==> src/ddsc_top_note_end.sv <==
// Holds no logic; the block lives in the core and buffer files

==> src/ddsc_pkg.sv <==
// Shared constants and types for the dual DAC two-wire control block
package ddsc_pkg;

  // Upper six bits of the slave address, standard and alternate variants
  localparam logic [5:0] ADDR_HI_STD = 6'h06;
  localparam logic [5:0] ADDR_HI_ALT = 6'h11;

  // Bits per byte on the wire, before the acknowledge slot
  localparam logic [3:0] BYTE_BITS = 4'h8;

  // Channel-select byte field positions and reset value
  localparam int PTR_A = 0;
  localparam int PTR_B = 1;
  localparam logic [7:0] PTR_RESET = 8'h00;

  // Data word field positions
  localparam int PM_HI = 15;
  localparam int PM_LO = 14;
  localparam int CLR_BIT = 13;
  localparam int LOAD_OUTPUTS_N_BIT = 12;
  localparam int CODE_MSB = 11;

  // Readback word for no channel, both channels, and input register reset
  localparam logic [15:0] READ_DEFAULT = 16'h2000;

  // Control bits kept in the stored input word
  localparam logic [15:0] CTRL_MASK = 16'hf000;

  // Byte position within a write transaction
  localparam logic [1:0] IDX_PTR = 2'h0;
  localparam logic [1:0] IDX_HI = 2'h1;
  localparam logic [1:0] IDX_LO = 2'h2;

  // Output stage modes selected by the two power-mode bits
  typedef enum logic [1:0] {
    PWR_NORMAL = 2'h0,
    PWR_DOWN_1K = 2'h1,
    PWR_DOWN_100K = 2'h2,
    PWR_DOWN_TRISTATE = 2'h3
  } ddsc_power_type;

  // Serial engine states, one-hot
  typedef enum logic [5:0] {
    ST_IDLE = 6'h01,
    ST_ADDR = 6'h02,
    ST_RX = 6'h04,
    ST_ACK = 6'h08,
    ST_TX = 6'h10,
    ST_TACK = 6'h20
  } ddsc_state_type;

  // One completed write: channel selection and the full data word
  typedef struct packed {
    logic [1:0] sel;
    logic [15:0] word;
  } ddsc_write_type;

endpackage

==> src/ddsc_core.sv <==
// Two-wire slave, channel select and double-buffered registers for a dual DAC
`timescale 1ns/1ns
module ddsc_core import ddsc_pkg::*; #(
  parameter int DAC_BITS = 12,
  parameter bit ALT_ADDRESS = 1'b0,
  parameter int FIFO_DEPTH = 32
) (
  input wire logic clock,
  input wire logic resetn,
  input wire logic sclIn,
  input wire logic sdaIn,
  output logic sdaOut,
  output logic sdaOe,
  input wire logic addressStrapLsb,
  output logic [DAC_BITS-1:0] dacCodeA,
  output logic [DAC_BITS-1:0] dacCodeB,
  output ddsc_power_type powerModeA,
  output ddsc_power_type powerModeB
);

  // Only the documented resolutions are served
  if (DAC_BITS != 8 && DAC_BITS != 10 && DAC_BITS != 12) begin : g_bad_bits
    $error("ddsc_core resolution must be 8, 10 or 12");
  end

  // Left-justified code bits kept in a stored word
  localparam logic [15:0] CODE_MASK = 16'(((32'h1 << DAC_BITS) - 32'h1) << (CODE_MSB + 1 - DAC_BITS));
  localparam logic [15:0] WORD_KEEP = CTRL_MASK | CODE_MASK;

  // Input synchronisers and edge history
  logic sclMeta_reg;  // First stage, read only by the second
  logic sclSync_reg;  // Synchronised clock level
  logic sclPrev_reg;  // Previous synchronised level
  logic sdaMeta_reg;
  logic sdaSync_reg;
  logic sdaPrev_reg;
  logic strapMeta_reg;
  logic strapSync_reg;

  // Serial engine state
  ddsc_state_type state_reg, state_next;
  logic [3:0] bitCnt_reg, bitCnt_next;  // Bits seen in current byte
  logic [7:0] rxShift_reg, rxShift_next;  // Receive shifter
  logic [1:0] byteIdx_reg, byteIdx_next;  // Position in write transaction
  logic [7:0] dataHi_reg, dataHi_next;  // First data byte held until second arrives
  logic [1:0] pointer_reg, pointer_next;  // Stored channel selection
  logic sdaOe_reg, sdaOe_next;  // Pull data line low
  logic sdaOut_reg;  // Always low, open-drain
  logic ackToTx_reg, ackToTx_next;  // Acknowledge slot leads into transmit
  logic [15:0] txWord_reg, txWord_next;  // Readback word being sent
  logic [3:0] txPos_reg, txPos_next;  // Bit index of word being sent

  // Per-channel registers
  logic [15:0] inWord_reg [2];  // Input registers with control bits
  logic [DAC_BITS-1:0] dacCode_reg [2];  // DAC registers
  ddsc_power_type power_reg [2];  // Output stage modes

  // FIFO between serial engine and register bank
  ddsc_write_type pushData;
  ddsc_write_type popData;
  logic fifoInReady;
  logic fifoOutValid;

  // Edge and bus condition decode on synchronised levels
  wire sclRise = sclSync_reg && !sclPrev_reg;
  wire sclFall = !sclSync_reg && sclPrev_reg;
  wire sclHigh = sclSync_reg && sclPrev_reg;
  wire startDet = sclHigh && sdaPrev_reg && !sdaSync_reg;
  wire stopDet = sclHigh && !sdaPrev_reg && sdaSync_reg;
  wire [6:0] ownAddr = {(ALT_ADDRESS ? ADDR_HI_ALT : ADDR_HI_STD), strapSync_reg};
  wire byteDone = sclFall && (bitCnt_reg == BYTE_BITS);
  wire addrDone = (state_reg == ST_ADDR) && byteDone;
  wire addrMatch = rxShift_reg[7:1] == ownAddr;
  wire rxDone = (state_reg == ST_RX) && byteDone;
  wire fifoPush = rxDone && (byteIdx_reg == IDX_LO) && fifoInReady;
  wire [3:0] txPosDec = txPos_reg - 4'h1;

  // Readback selection: one channel gives its word, none or both the default
  wire selOnlyA = pointer_reg == 2'h1;
  wire selOnlyB = pointer_reg == 2'h2;
  wire [15:0] readWord = selOnlyA ? inWord_reg[PTR_A] :
                         selOnlyB ? inWord_reg[PTR_B] : READ_DEFAULT;

  // Drain only while the serial engine is idle so updates never overlap a write to this device
  wire popReady = state_reg == ST_IDLE;
  wire popFire = fifoOutValid && popReady;
  wire popClear = !popData.word[CLR_BIT];
  wire popLoad = !popData.word[LOAD_OUTPUTS_N_BIT];

  assign pushData.sel = pointer_reg;
  assign pushData.word = {dataHi_reg, rxShift_reg};

  // Outputs straight from flip-flops
  assign sdaOut = sdaOut_reg;
  assign sdaOe = sdaOe_reg;
  assign dacCodeA = dacCode_reg[PTR_A];
  assign dacCodeB = dacCode_reg[PTR_B];
  assign powerModeA = power_reg[PTR_A];
  assign powerModeB = power_reg[PTR_B];

  // Two-stage synchronisers for pins
  always_ff @(posedge clock or negedge resetn) begin
    if (!resetn) begin
      {sclMeta_reg, sclSync_reg, sclPrev_reg} <= 3'h7;
      {sdaMeta_reg, sdaSync_reg, sdaPrev_reg} <= 3'h7;
      {strapMeta_reg, strapSync_reg} <= 2'h0;
    end else begin
      {sclMeta_reg, sclSync_reg, sclPrev_reg} <= {sclIn, sclMeta_reg, sclSync_reg};
      {sdaMeta_reg, sdaSync_reg, sdaPrev_reg} <= {sdaIn, sdaMeta_reg, sdaSync_reg};
      {strapMeta_reg, strapSync_reg} <= {addressStrapLsb, strapMeta_reg};
    end
  end

  // Serial engine next state; the clock line is only ever sampled
  always_comb begin
    state_next = state_reg;
    bitCnt_next = bitCnt_reg;
    rxShift_next = rxShift_reg;
    byteIdx_next = byteIdx_reg;
    dataHi_next = dataHi_reg;
    pointer_next = pointer_reg;
    sdaOe_next = sdaOe_reg;
    ackToTx_next = ackToTx_reg;
    txWord_next = txWord_reg;
    txPos_next = txPos_reg;
    if (startDet) begin
      // Start or repeated start abandons any partial word
      state_next = ST_ADDR;
      bitCnt_next = 4'h0;
      sdaOe_next = 1'b0;
    end else if (stopDet) begin
      // Stop returns to idle, partial word dropped
      state_next = ST_IDLE;
      sdaOe_next = 1'b0;
    end else begin
      case (state_reg)
        ST_ADDR, ST_RX: begin
          // Sample on rising clock, eight bits per byte
          if (sclRise && bitCnt_reg != BYTE_BITS) begin
            rxShift_next = {rxShift_reg[6:0], sdaSync_reg};
            bitCnt_next = bitCnt_reg + 4'h1;
          end
          if (addrDone) begin
            if (addrMatch) begin
              // Acknowledge and prepare readback with stored selection
              state_next = ST_ACK;
              sdaOe_next = 1'b1;
              ackToTx_next = rxShift_reg[0];
              byteIdx_next = IDX_PTR;
              txWord_next = readWord;
              txPos_next = 4'hf;
            end else begin
              // Other address: leave the bus alone
              state_next = ST_IDLE;
            end
          end
          if (rxDone) begin
            state_next = ST_ACK;
            ackToTx_next = 1'b0;
            // Refuse the second data byte if the buffer is full
            sdaOe_next = !((byteIdx_reg == IDX_LO) && !fifoInReady);
            case (byteIdx_reg)
              IDX_PTR: begin
                pointer_next = rxShift_reg[1:0];
                byteIdx_next = IDX_HI;
              end
              IDX_HI: begin
                dataHi_next = rxShift_reg;
                byteIdx_next = IDX_LO;
              end
              default: begin
                byteIdx_next = IDX_HI;
              end
            endcase
          end
        end
        ST_ACK: begin
          // Release after the ninth pulse, drive first read bit while low
          if (sclFall) begin
            bitCnt_next = 4'h0;
            if (ackToTx_reg) begin
              state_next = ST_TX;
              sdaOe_next = !txWord_reg[txPos_reg];
            end else begin
              state_next = ST_RX;
              sdaOe_next = 1'b0;
            end
          end
        end
        ST_TX: begin
          if (sclRise) begin
            bitCnt_next = bitCnt_reg + 4'h1;
          end
          if (sclFall) begin
            txPos_next = txPosDec;
            if (bitCnt_reg == BYTE_BITS) begin
              state_next = ST_TACK;
              sdaOe_next = 1'b0;
            end else begin
              sdaOe_next = !txWord_reg[txPosDec];
            end
          end
        end
        ST_TACK: begin
          // Master acknowledge continues, words repeat after wrap
          if (sclRise && sdaSync_reg) begin
            state_next = ST_IDLE;
          end else if (sclFall) begin
            state_next = ST_TX;
            bitCnt_next = 4'h0;
            sdaOe_next = !txWord_reg[txPos_reg];
          end
        end
        ST_IDLE: begin
          sdaOe_next = 1'b0;
        end
        default: begin
          state_next = ST_IDLE;
          sdaOe_next = 1'b0;
        end
      endcase
    end
  end

  // Serial engine registers
  always_ff @(posedge clock or negedge resetn) begin
    if (!resetn) begin
      state_reg <= ST_IDLE;
      bitCnt_reg <= 4'h0;
      rxShift_reg <= 8'h00;
      byteIdx_reg <= IDX_PTR;
      dataHi_reg <= 8'h00;
      pointer_reg <= PTR_RESET[1:0];
      sdaOe_reg <= 1'b0;
      sdaOut_reg <= 1'b0;
      ackToTx_reg <= 1'b0;
      txWord_reg <= READ_DEFAULT;
      txPos_reg <= 4'hf;
    end else begin
      state_reg <= state_next;
      bitCnt_reg <= bitCnt_next;
      rxShift_reg <= rxShift_next;
      byteIdx_reg <= byteIdx_next;
      dataHi_reg <= dataHi_next;
      pointer_reg <= pointer_next;
      sdaOe_reg <= sdaOe_next;
      sdaOut_reg <= 1'b0;
      ackToTx_reg <= ackToTx_next;
      txWord_reg <= txWord_next;
      txPos_reg <= txPos_next;
    end
  end

  // Completed words wait here until the serial engine goes idle
  ddsc_fifo #(
    .WIDTH($bits(ddsc_write_type)),
    .DEPTH(FIFO_DEPTH)
  ) u_fifo (
    .clock(clock),
    .resetn(resetn),
    .inValid(fifoPush),
    .inReady(fifoInReady),
    .inData(pushData),
    .outValid(fifoOutValid),
    .outReady(popReady),
    .outData(popData)
  );

  // Per-channel input register, DAC register and power mode
  for (genvar ch = 0; ch < 2; ch++) begin : g_chan
    wire hit = popData.sel[ch];
    wire [15:0] inNext = popClear ? READ_DEFAULT :
                         hit ? (popData.word & WORD_KEEP) : inWord_reg[ch];
    wire [DAC_BITS-1:0] dacNext = popClear ? '0 :
                                  popLoad ? inNext[CODE_MSB -: DAC_BITS] : dacCode_reg[ch];
    always_ff @(posedge clock or negedge resetn) begin
      if (!resetn) begin
        inWord_reg[ch] <= READ_DEFAULT;
        dacCode_reg[ch] <= '0;
        power_reg[ch] <= PWR_NORMAL;
      end else if (popFire) begin
        inWord_reg[ch] <= inNext;
        dacCode_reg[ch] <= dacNext;
        if (hit) begin
          power_reg[ch] <= ddsc_power_type'(popData.word[PM_HI:PM_LO]);
        end
      end
    end
  end
endmodule

==> src/ddsc_fifo.sv <==
// Parameterised first-in first-out buffer with valid/ready on both sides
`timescale 1ns/1ns
module ddsc_fifo #(
  parameter int WIDTH = 18,
  parameter int DEPTH = 32
) (
  input wire logic clock,
  input wire logic resetn,
  input wire logic inValid,
  output logic inReady,
  input wire logic [WIDTH-1:0] inData,
  output logic outValid,
  input wire logic outReady,
  output logic [WIDTH-1:0] outData
);

  localparam int AW = $clog2(DEPTH);

  // Depth must be a power of two of at least two
  if (DEPTH < 2 || (1 << AW) != DEPTH) begin : g_bad_depth
    $error("ddsc_fifo depth must be a power of two");
  end

  logic [WIDTH-1:0] mem [DEPTH];  // Storage
  logic [AW:0] wrPtr_reg;  // Write pointer with wrap bit
  logic [AW:0] rdPtr_reg;  // Read pointer with wrap bit

  wire pushFire = inValid && inReady;
  wire popFire = outValid && outReady;
  wire ptrSameAddr = wrPtr_reg[AW-1:0] == rdPtr_reg[AW-1:0];

  // Full when addresses meet with opposite wrap bits, empty when equal
  assign inReady = !(ptrSameAddr && (wrPtr_reg[AW] != rdPtr_reg[AW]));
  assign outValid = wrPtr_reg != rdPtr_reg;
  assign outData = mem[rdPtr_reg[AW-1:0]];

  // Pointer update
  always_ff @(posedge clock or negedge resetn) begin
    if (!resetn) begin
      wrPtr_reg <= '0;
      rdPtr_reg <= '0;
    end else begin
      if (pushFire) begin
        wrPtr_reg <= wrPtr_reg + 1'b1;
      end
      if (popFire) begin
        rdPtr_reg <= rdPtr_reg + 1'b1;
      end
    end
  end

  // Storage write, no reset needed
  always_ff @(posedge clock) begin
    if (pushFire) begin
      mem[wrPtr_reg[AW-1:0]] <= inData;
    end
  end

endmodule

==> config.mk <==
export PLATFORM = sky130hd
export DESIGN_NAME = ddsc_core
export DESIGN_NICKNAME = d
export VERILOG_FILES = /design/src/ddsc_top_note_end.sv /design/src/ddsc_pkg.sv /design/src/ddsc_core.sv /design/src/ddsc_fifo.sv
export SDC_FILE = /design/constraint.sdc
export NUM_CORES = 1
export LEC_CHECK = 0
export BUFFER_PORTS_ARGS = -buffer_cell sky130_fd_sc_hd__buf_2
export CAP_MARGIN = 40
export CORE_UTILIZATION = 50
export CTS_CLUSTER_DIAMETER = 30
export CTS_CLUSTER_SIZE = 24
export DETAILED_ROUTE_END_ITERATION = 6
export GPL_TIMING_DRIVEN = 0
export PLACE_DENSITY = 0.66
export SYNTH_ARGS = -nofsm -noshare
export SYNTH_HDL_FRONTEND = slang
export SYNTH_SLANG_ARGS = --single-unit
==> constraint.sdc <==
create_clock -name clock -period 5.4 [get_ports clock]
set_clock_uncertainty 0.1 [all_clocks]
set_input_delay 0.81 -clock clock [delete_from_list [all_inputs] [get_ports clock]]
set_output_delay 0.81 -clock clock [all_outputs]
set_load 0.005 [all_outputs]
Word-level counts from Yosys, hierarchy flattened

Memories as Yosys holds them, arrays and structs flattened.
Index checks and enable logic that the tools add are counted.

Register bits after elaboration: 132
Memory bits (writable): 576
Input bits: 5
Word-level logic and storage cells: 176
Memories: 1

Memory list:

| memory     | depth | width | read ports | clocked after memory_dff | write ports | RTL line        | source |
|---|---|---|---|---|---|---|---|
| u_fifo.mem | 32    | 18    | 1          | 0                        | 1           | ddsc_fifo.sv:24 | `logic [WIDTH-1:0] mem [DEPTH];` |

Add/sub/neg operators: 4
Order comparisons: 2
Eq/ne operators: 35
Multiplexer cells: 58
Bitwise operators: 2
Reduce and logical (&&, ||, !) cells: 46

Operators by type and width:

| kind                                                        | count |
|---|---|
| 2-to-1 mux 16 bit                                           | 6 |
| 2-to-1 mux 6 bit                                            | 9 |
| 2-to-1 mux 12 bit                                           | 4 |
| 2-to-1 mux 4 bit                                            | 10 |
| case mux 6 bit (5 select lines)                             | 1 |
| AND reduction 5 bit                                         | 5 |
| inequality test 4 bit (second input constant)               | 6 |
| logical AND 1 bit                                           | 18 |
| 2-to-1 mux 1 bit                                            | 18 |
| AND reduction 6 bit                                         | 3 |
| case mux 4 bit (4 select lines)                             | 1 |
| inequality test 5 bit (second input constant)               | 3 |
| adder 6 x 1 -> 6 bit (second input constant)                | 2 |
| inequality test 3 bit (second input constant)               | 4 |
| less-than comparator 4 x 5 -> 1 bit (second input constant) | 2 |
| inequality test 2 bit (second input constant)               | 5 |
| AND reduction 2 bit                                         | 5 |
| binary-select mux 1 bit (select 4 bit)                      | 2 |
| logical NOT 1 bit                                           | 8 |
| 2-to-1 mux 2 bit                                            | 4 |
| case mux 4 bit (2 select lines)                             | 1 |
| == test 7 x 4 -> 1 bit                                      | 1 |
| == test 6 x 1 -> 1 bit (second input constant)              | 1 |
| == test 6 x 2 -> 1 bit (second input constant)              | 1 |
| 21 further kinds                                            | 27 |

Logic depth before layout (Yosys ltp)

Word-level depth: 9
Gate-level depth with buffers: 12

By module

Synthesis repeated with hierarchy kept, for this count alone.

Cell total of the unflattened synthesis: 1,620
Area, all modules: 28,601.2 um2

By module, submodules not included:

| module    | times used | cells an instance | area each (um2) | sequential area each (um2) |
|---|---|---|---|---|
| ddsc_fifo | 1          | 1,071             | 22,874.4        | 17,596.9 |
| ddsc_core | 1          | 549               | 5,726.7         | 3,020.4 |

Least setup slack after synthesis

Ideal clock, no wire load.

Path type: register -> register
Start point: register sclPrev_reg
End point: memory u_fifo.mem[31][0] (enable)
Arrival time: 2,830 ps
Required time: 4,907 ps
Path slack: 2,078 ps
Stages on the path, launching flop included: 7
Period minus slack after synthesis: 3,322 ps
Cells stage by stage: dfstp_2 > nor2b_1 > clkbuf_1 > nand4_1 > a311oi_2 > nand2_1 > nor2_1

Cells in the longest elaborated chain, start to end: 8

Ends and longest elaborated chain:

| what                                   | RTL line         | source |
|---|---|---|
| from (decl)                            | ddsc_core.sv:33  | `logic sclPrev_reg;` |
| from (signal assigned)                 | ddsc_core.sv:108 | `{sclMeta_reg, sclSync_reg, sclPrev_reg} <= {sclIn, sclMeta_reg, sclSync_reg};` |
| logical AND 1 bit                      | ddsc_core.sv:66  | `wire sclFall = !sclSync_reg && sclPrev_reg;` |
| logical AND 1 bit                      | ddsc_core.sv:71  | `wire byteDone = sclFall && (bitCnt_reg == BYTE_BITS);` |
| logical AND 1 bit                      | ddsc_core.sv:74  | `wire rxDone = (state_reg == ST_RX) && byteDone;` |
| logical AND 1 bit (2 in a row)         | ddsc_core.sv:75  | `wire fifoPush = rxDone && (byteIdx_reg == IDX_LO) && fifoInReady;` |
| logical AND 1 bit                      | ddsc_fifo.sv:28  | `wire pushFire = inValid && inReady;` |
| 2-to-1 mux 1 bit                       | ddsc_fifo.sv:54  | `if (pushFire) begin` |
| 2-to-1 mux 1 bit (implied by the code) | ddsc_fifo.sv:55  | `mem[wrPtr_reg[AW-1:0]] <= inData;` |
| to (decl)                              | ddsc_fifo.sv:24  |  |

Every way passes these cells.

Worst setup path after layout

Start point: register sclPrev_reg
End point: memory u_fifo.mem[3][7] (enable)

Same word-level chain as after synthesis.

==> run summary <==
Clk pin slew, worst setup/hold paths = 0.05 ns
P_leak = 11.2 nW
CP max-delay cell = nor2_2
Type of the worst setup path = reg2reg
Hpwl dp = 46600 um
Filler cells = 3850
GR Util All Layers = 25.5%
Maximum clock frequency = 236 MHz
H-Tree Depth = 3
Initial Util = 51.0%
Final setup fails = 0
Synthesized area = 28300 sq um
# rows = 86
Postcts setup bufs = 0
CTS resizes = 0
Critical Path Stages = 7
Slew HR = 36.0%
Global-route wire length before repair = 105000 um
Slew @ Worst Pin = 0.960 ns
Final nets = 1736
Top Ports = 35
Max cap viols = 0
Primary FF master, synth = edfxtp_1
Final Hold Viols = 0
Die height = 240 um
Worst reg-to-reg path cell count = 7
Vias in the first global route = 15900
Vias per cell = 6.14
Sequential fraction of the synthesis area = 72.9%
Crit path DAT = 4.50 ns
Max Slew Vio Count = 0
Netlist cell types = 76
EDFF count, synth = 576
DRC violations left = 0
Hold_buf cts = 0
Crit-path max FO = 12
Worst skew pair latency = 0.67 ns
Delay-heaviest family, CP = simple AND/OR/NAND/NOR gates
TritonCTS buffer count = 121
Cell area power density = 402 nW/um^2
CTS Root Cell = clkbuf_16
Initial drt markers = 1952
Die Wd = 240 um
Share of post-route cells with drive strength above 1 = 29.6%
Synthesis-to-finish area growth = 23.1%
Setup_tns = 0 ns
Total congestion overflow = 0
CTS tree = built
CP max stage delay = 0.78 ns
Yosys reg bits = 708
Critical Path RT = 5.66 ns
Via Count = 15800
Worst Setup End Kind = flop
CTS Buffer Depth = 3
Syn nets = 1528
TritonCTS Sinks = 708
Final Cycle Share = 78.6%
WL final = 71300 um
Max reg flops = 576
Worst Hold Class = in2async
Buf+Inv Stages, Crit Path = 2
Drt pass-1 iters = 5
Tmin final = 4.24 ns
Final core utilization = 62.7%
CP cell instances = nor2b_1 -> clkbuf_1 -> nand4_1 -> a311oi_2 -> nand2_1 -> nor2_2 -> buf_16
Mapped Avg Cell Area = 18.7 sq um
Placer's final routability congestion estimate = 0.842
Max VDD drop = 0.490 mV
Worst r2r src = sclPrev_reg
Die area = 57500 sq um
Reg2reg end = u_fifo.mem[3][7]
Reg2Reg Setup Slack = 1.16 ns
Setup crit start kind = flop
Post-DRT Antenna Nets = 0
Largest net degree at the start of global routing = 71
Unrepaired setup endpoints after global routing = no
Antenna violations before repair = 0
WL/cell = 27.6 um
Mapped Cells = 1515
Core area = 55500 sq um
Synth Warn # = 0
Status = completed
IO Port Bufs = 33
FFs w/ async S/R, synth = 18.6%
[metrics by stage]
step,std cells,worst slack [ns],total power [W],instance area [sq um],hold WS [ns]
2_1_floorplan,1515,2.08,0.00625,28300,0.231
3_3_place_gp,2296,0.325,0.00634,29400,0.250
3_5_place_dp,2345,1.16,0.00636,30500,0.252
4_1_cts,2575,1.16,0.0141,34800,0.0656
5_1_grt,2578,0.948,0.0144,34800,0.108
6_report,2579,1.16,0.0140,34800,0.0801
[synthesized netlist by cell type, types with 14 or more instances]
library cell / count / share of area, %
a211oi_1: 18 / 0.48
a21oi_1: 20 / 0.35
a22o_1: 31 / 0.96
a22oi_1: 55 / 1.5
buf_2: 21 / 0.37
buf_4: 16 / 0.42
clkbuf_1: 32 / 0.42
dfrtp_1: 118 / 10
dfstp_2: 14 / 1.3
edfxtp_1: 576 / 61
inv_1: 37 / 0.49
mux2_2: 27 / 1.1
mux2i_1: 85 / 3.0
mux4_1: 15 / 1.4
mux4_2: 113 / 9.0
nand2_1: 42 / 0.56
nor2_1: 61 / 0.81
o21ai_0: 22 / 0.39
o221ai_1: 14 / 0.43
o22ai_1: 41 / 0.91
[cell type report]
class                      count  area [sq um]  share of cell area (%)
multi-input combinational    683          7090                    20.4
antenna                        1          2.50                 0.00718
clock buffer                 152          3370                    9.68
sequential                   708         20600                    59.2
buffer                        86           526                    1.51
inverter                      38           143                   0.409
tap                          748           936                    2.69
timing repair buffer          85          1280                    3.69
clock inverter                78           862                    2.47
[power by group]
part	leakage, nW	internal [W]	switching (W)
clock network	2.04	0.00509	0.00265
registers	6.30	0.00591	0.0000513
logic	2.88	0.000127	0.000180
total	11.2	0.0111	0.00288
[placed cells by master, fill, tap and decap left out, types with 18 or more instances in the layout]
cell,instances
clkbuf_1,47
o21ai_0,22
mux4_2,113
a22oi_1,55
buf_8,22
o22ai_1,41
edfxtp_1,576
nand2_1,42
clkbuf_16,127
buf_2,53
a211oi_1,18
inv_1,37
mux2i_1,85
a21oi_1,20
a22o_1,31
dfrtp_1,118
mux2_2,27
buf_16,28
nor2_1,29
nor2_2,31
[kinds of logic after synthesis]
family	share of synthesized area, %
AO/OA/AOI/OAI	6.05
flip-flops	72.9
buffers and inverters	2.36
multiplexers	14.6
other	0.0133
XOR/XNOR	0.681
adder cells (fa/ha/maj)	0.354
AND/OR/NAND/NOR	3.12
[worst max path at each step]
stage	slack (ns)	from	end
final	1.16	sclPrev_reg	u_fifo.mem[3][7]
after detailed placement	1.16	sclPrev_reg	u_fifo.mem[0][10]
after CTS	1.16	sclPrev_reg	u_fifo.mem[11][7]
after global placement	0.32	sclPrev_reg	u_fifo.mem[19][11]
after global routing	0.95	sclPrev_reg	u_fifo.mem[11][5]
after floorplan	2.08	sclPrev_reg	u_fifo.mem[31][0]
[layer usage]
layer	wire length (um)	track usage, %
met5	0	0
met4	1940	8.53
met3	6380	5.51
met2	33600	39.5
met1	29400	36.1
Power figures use the tool's default switching activity.
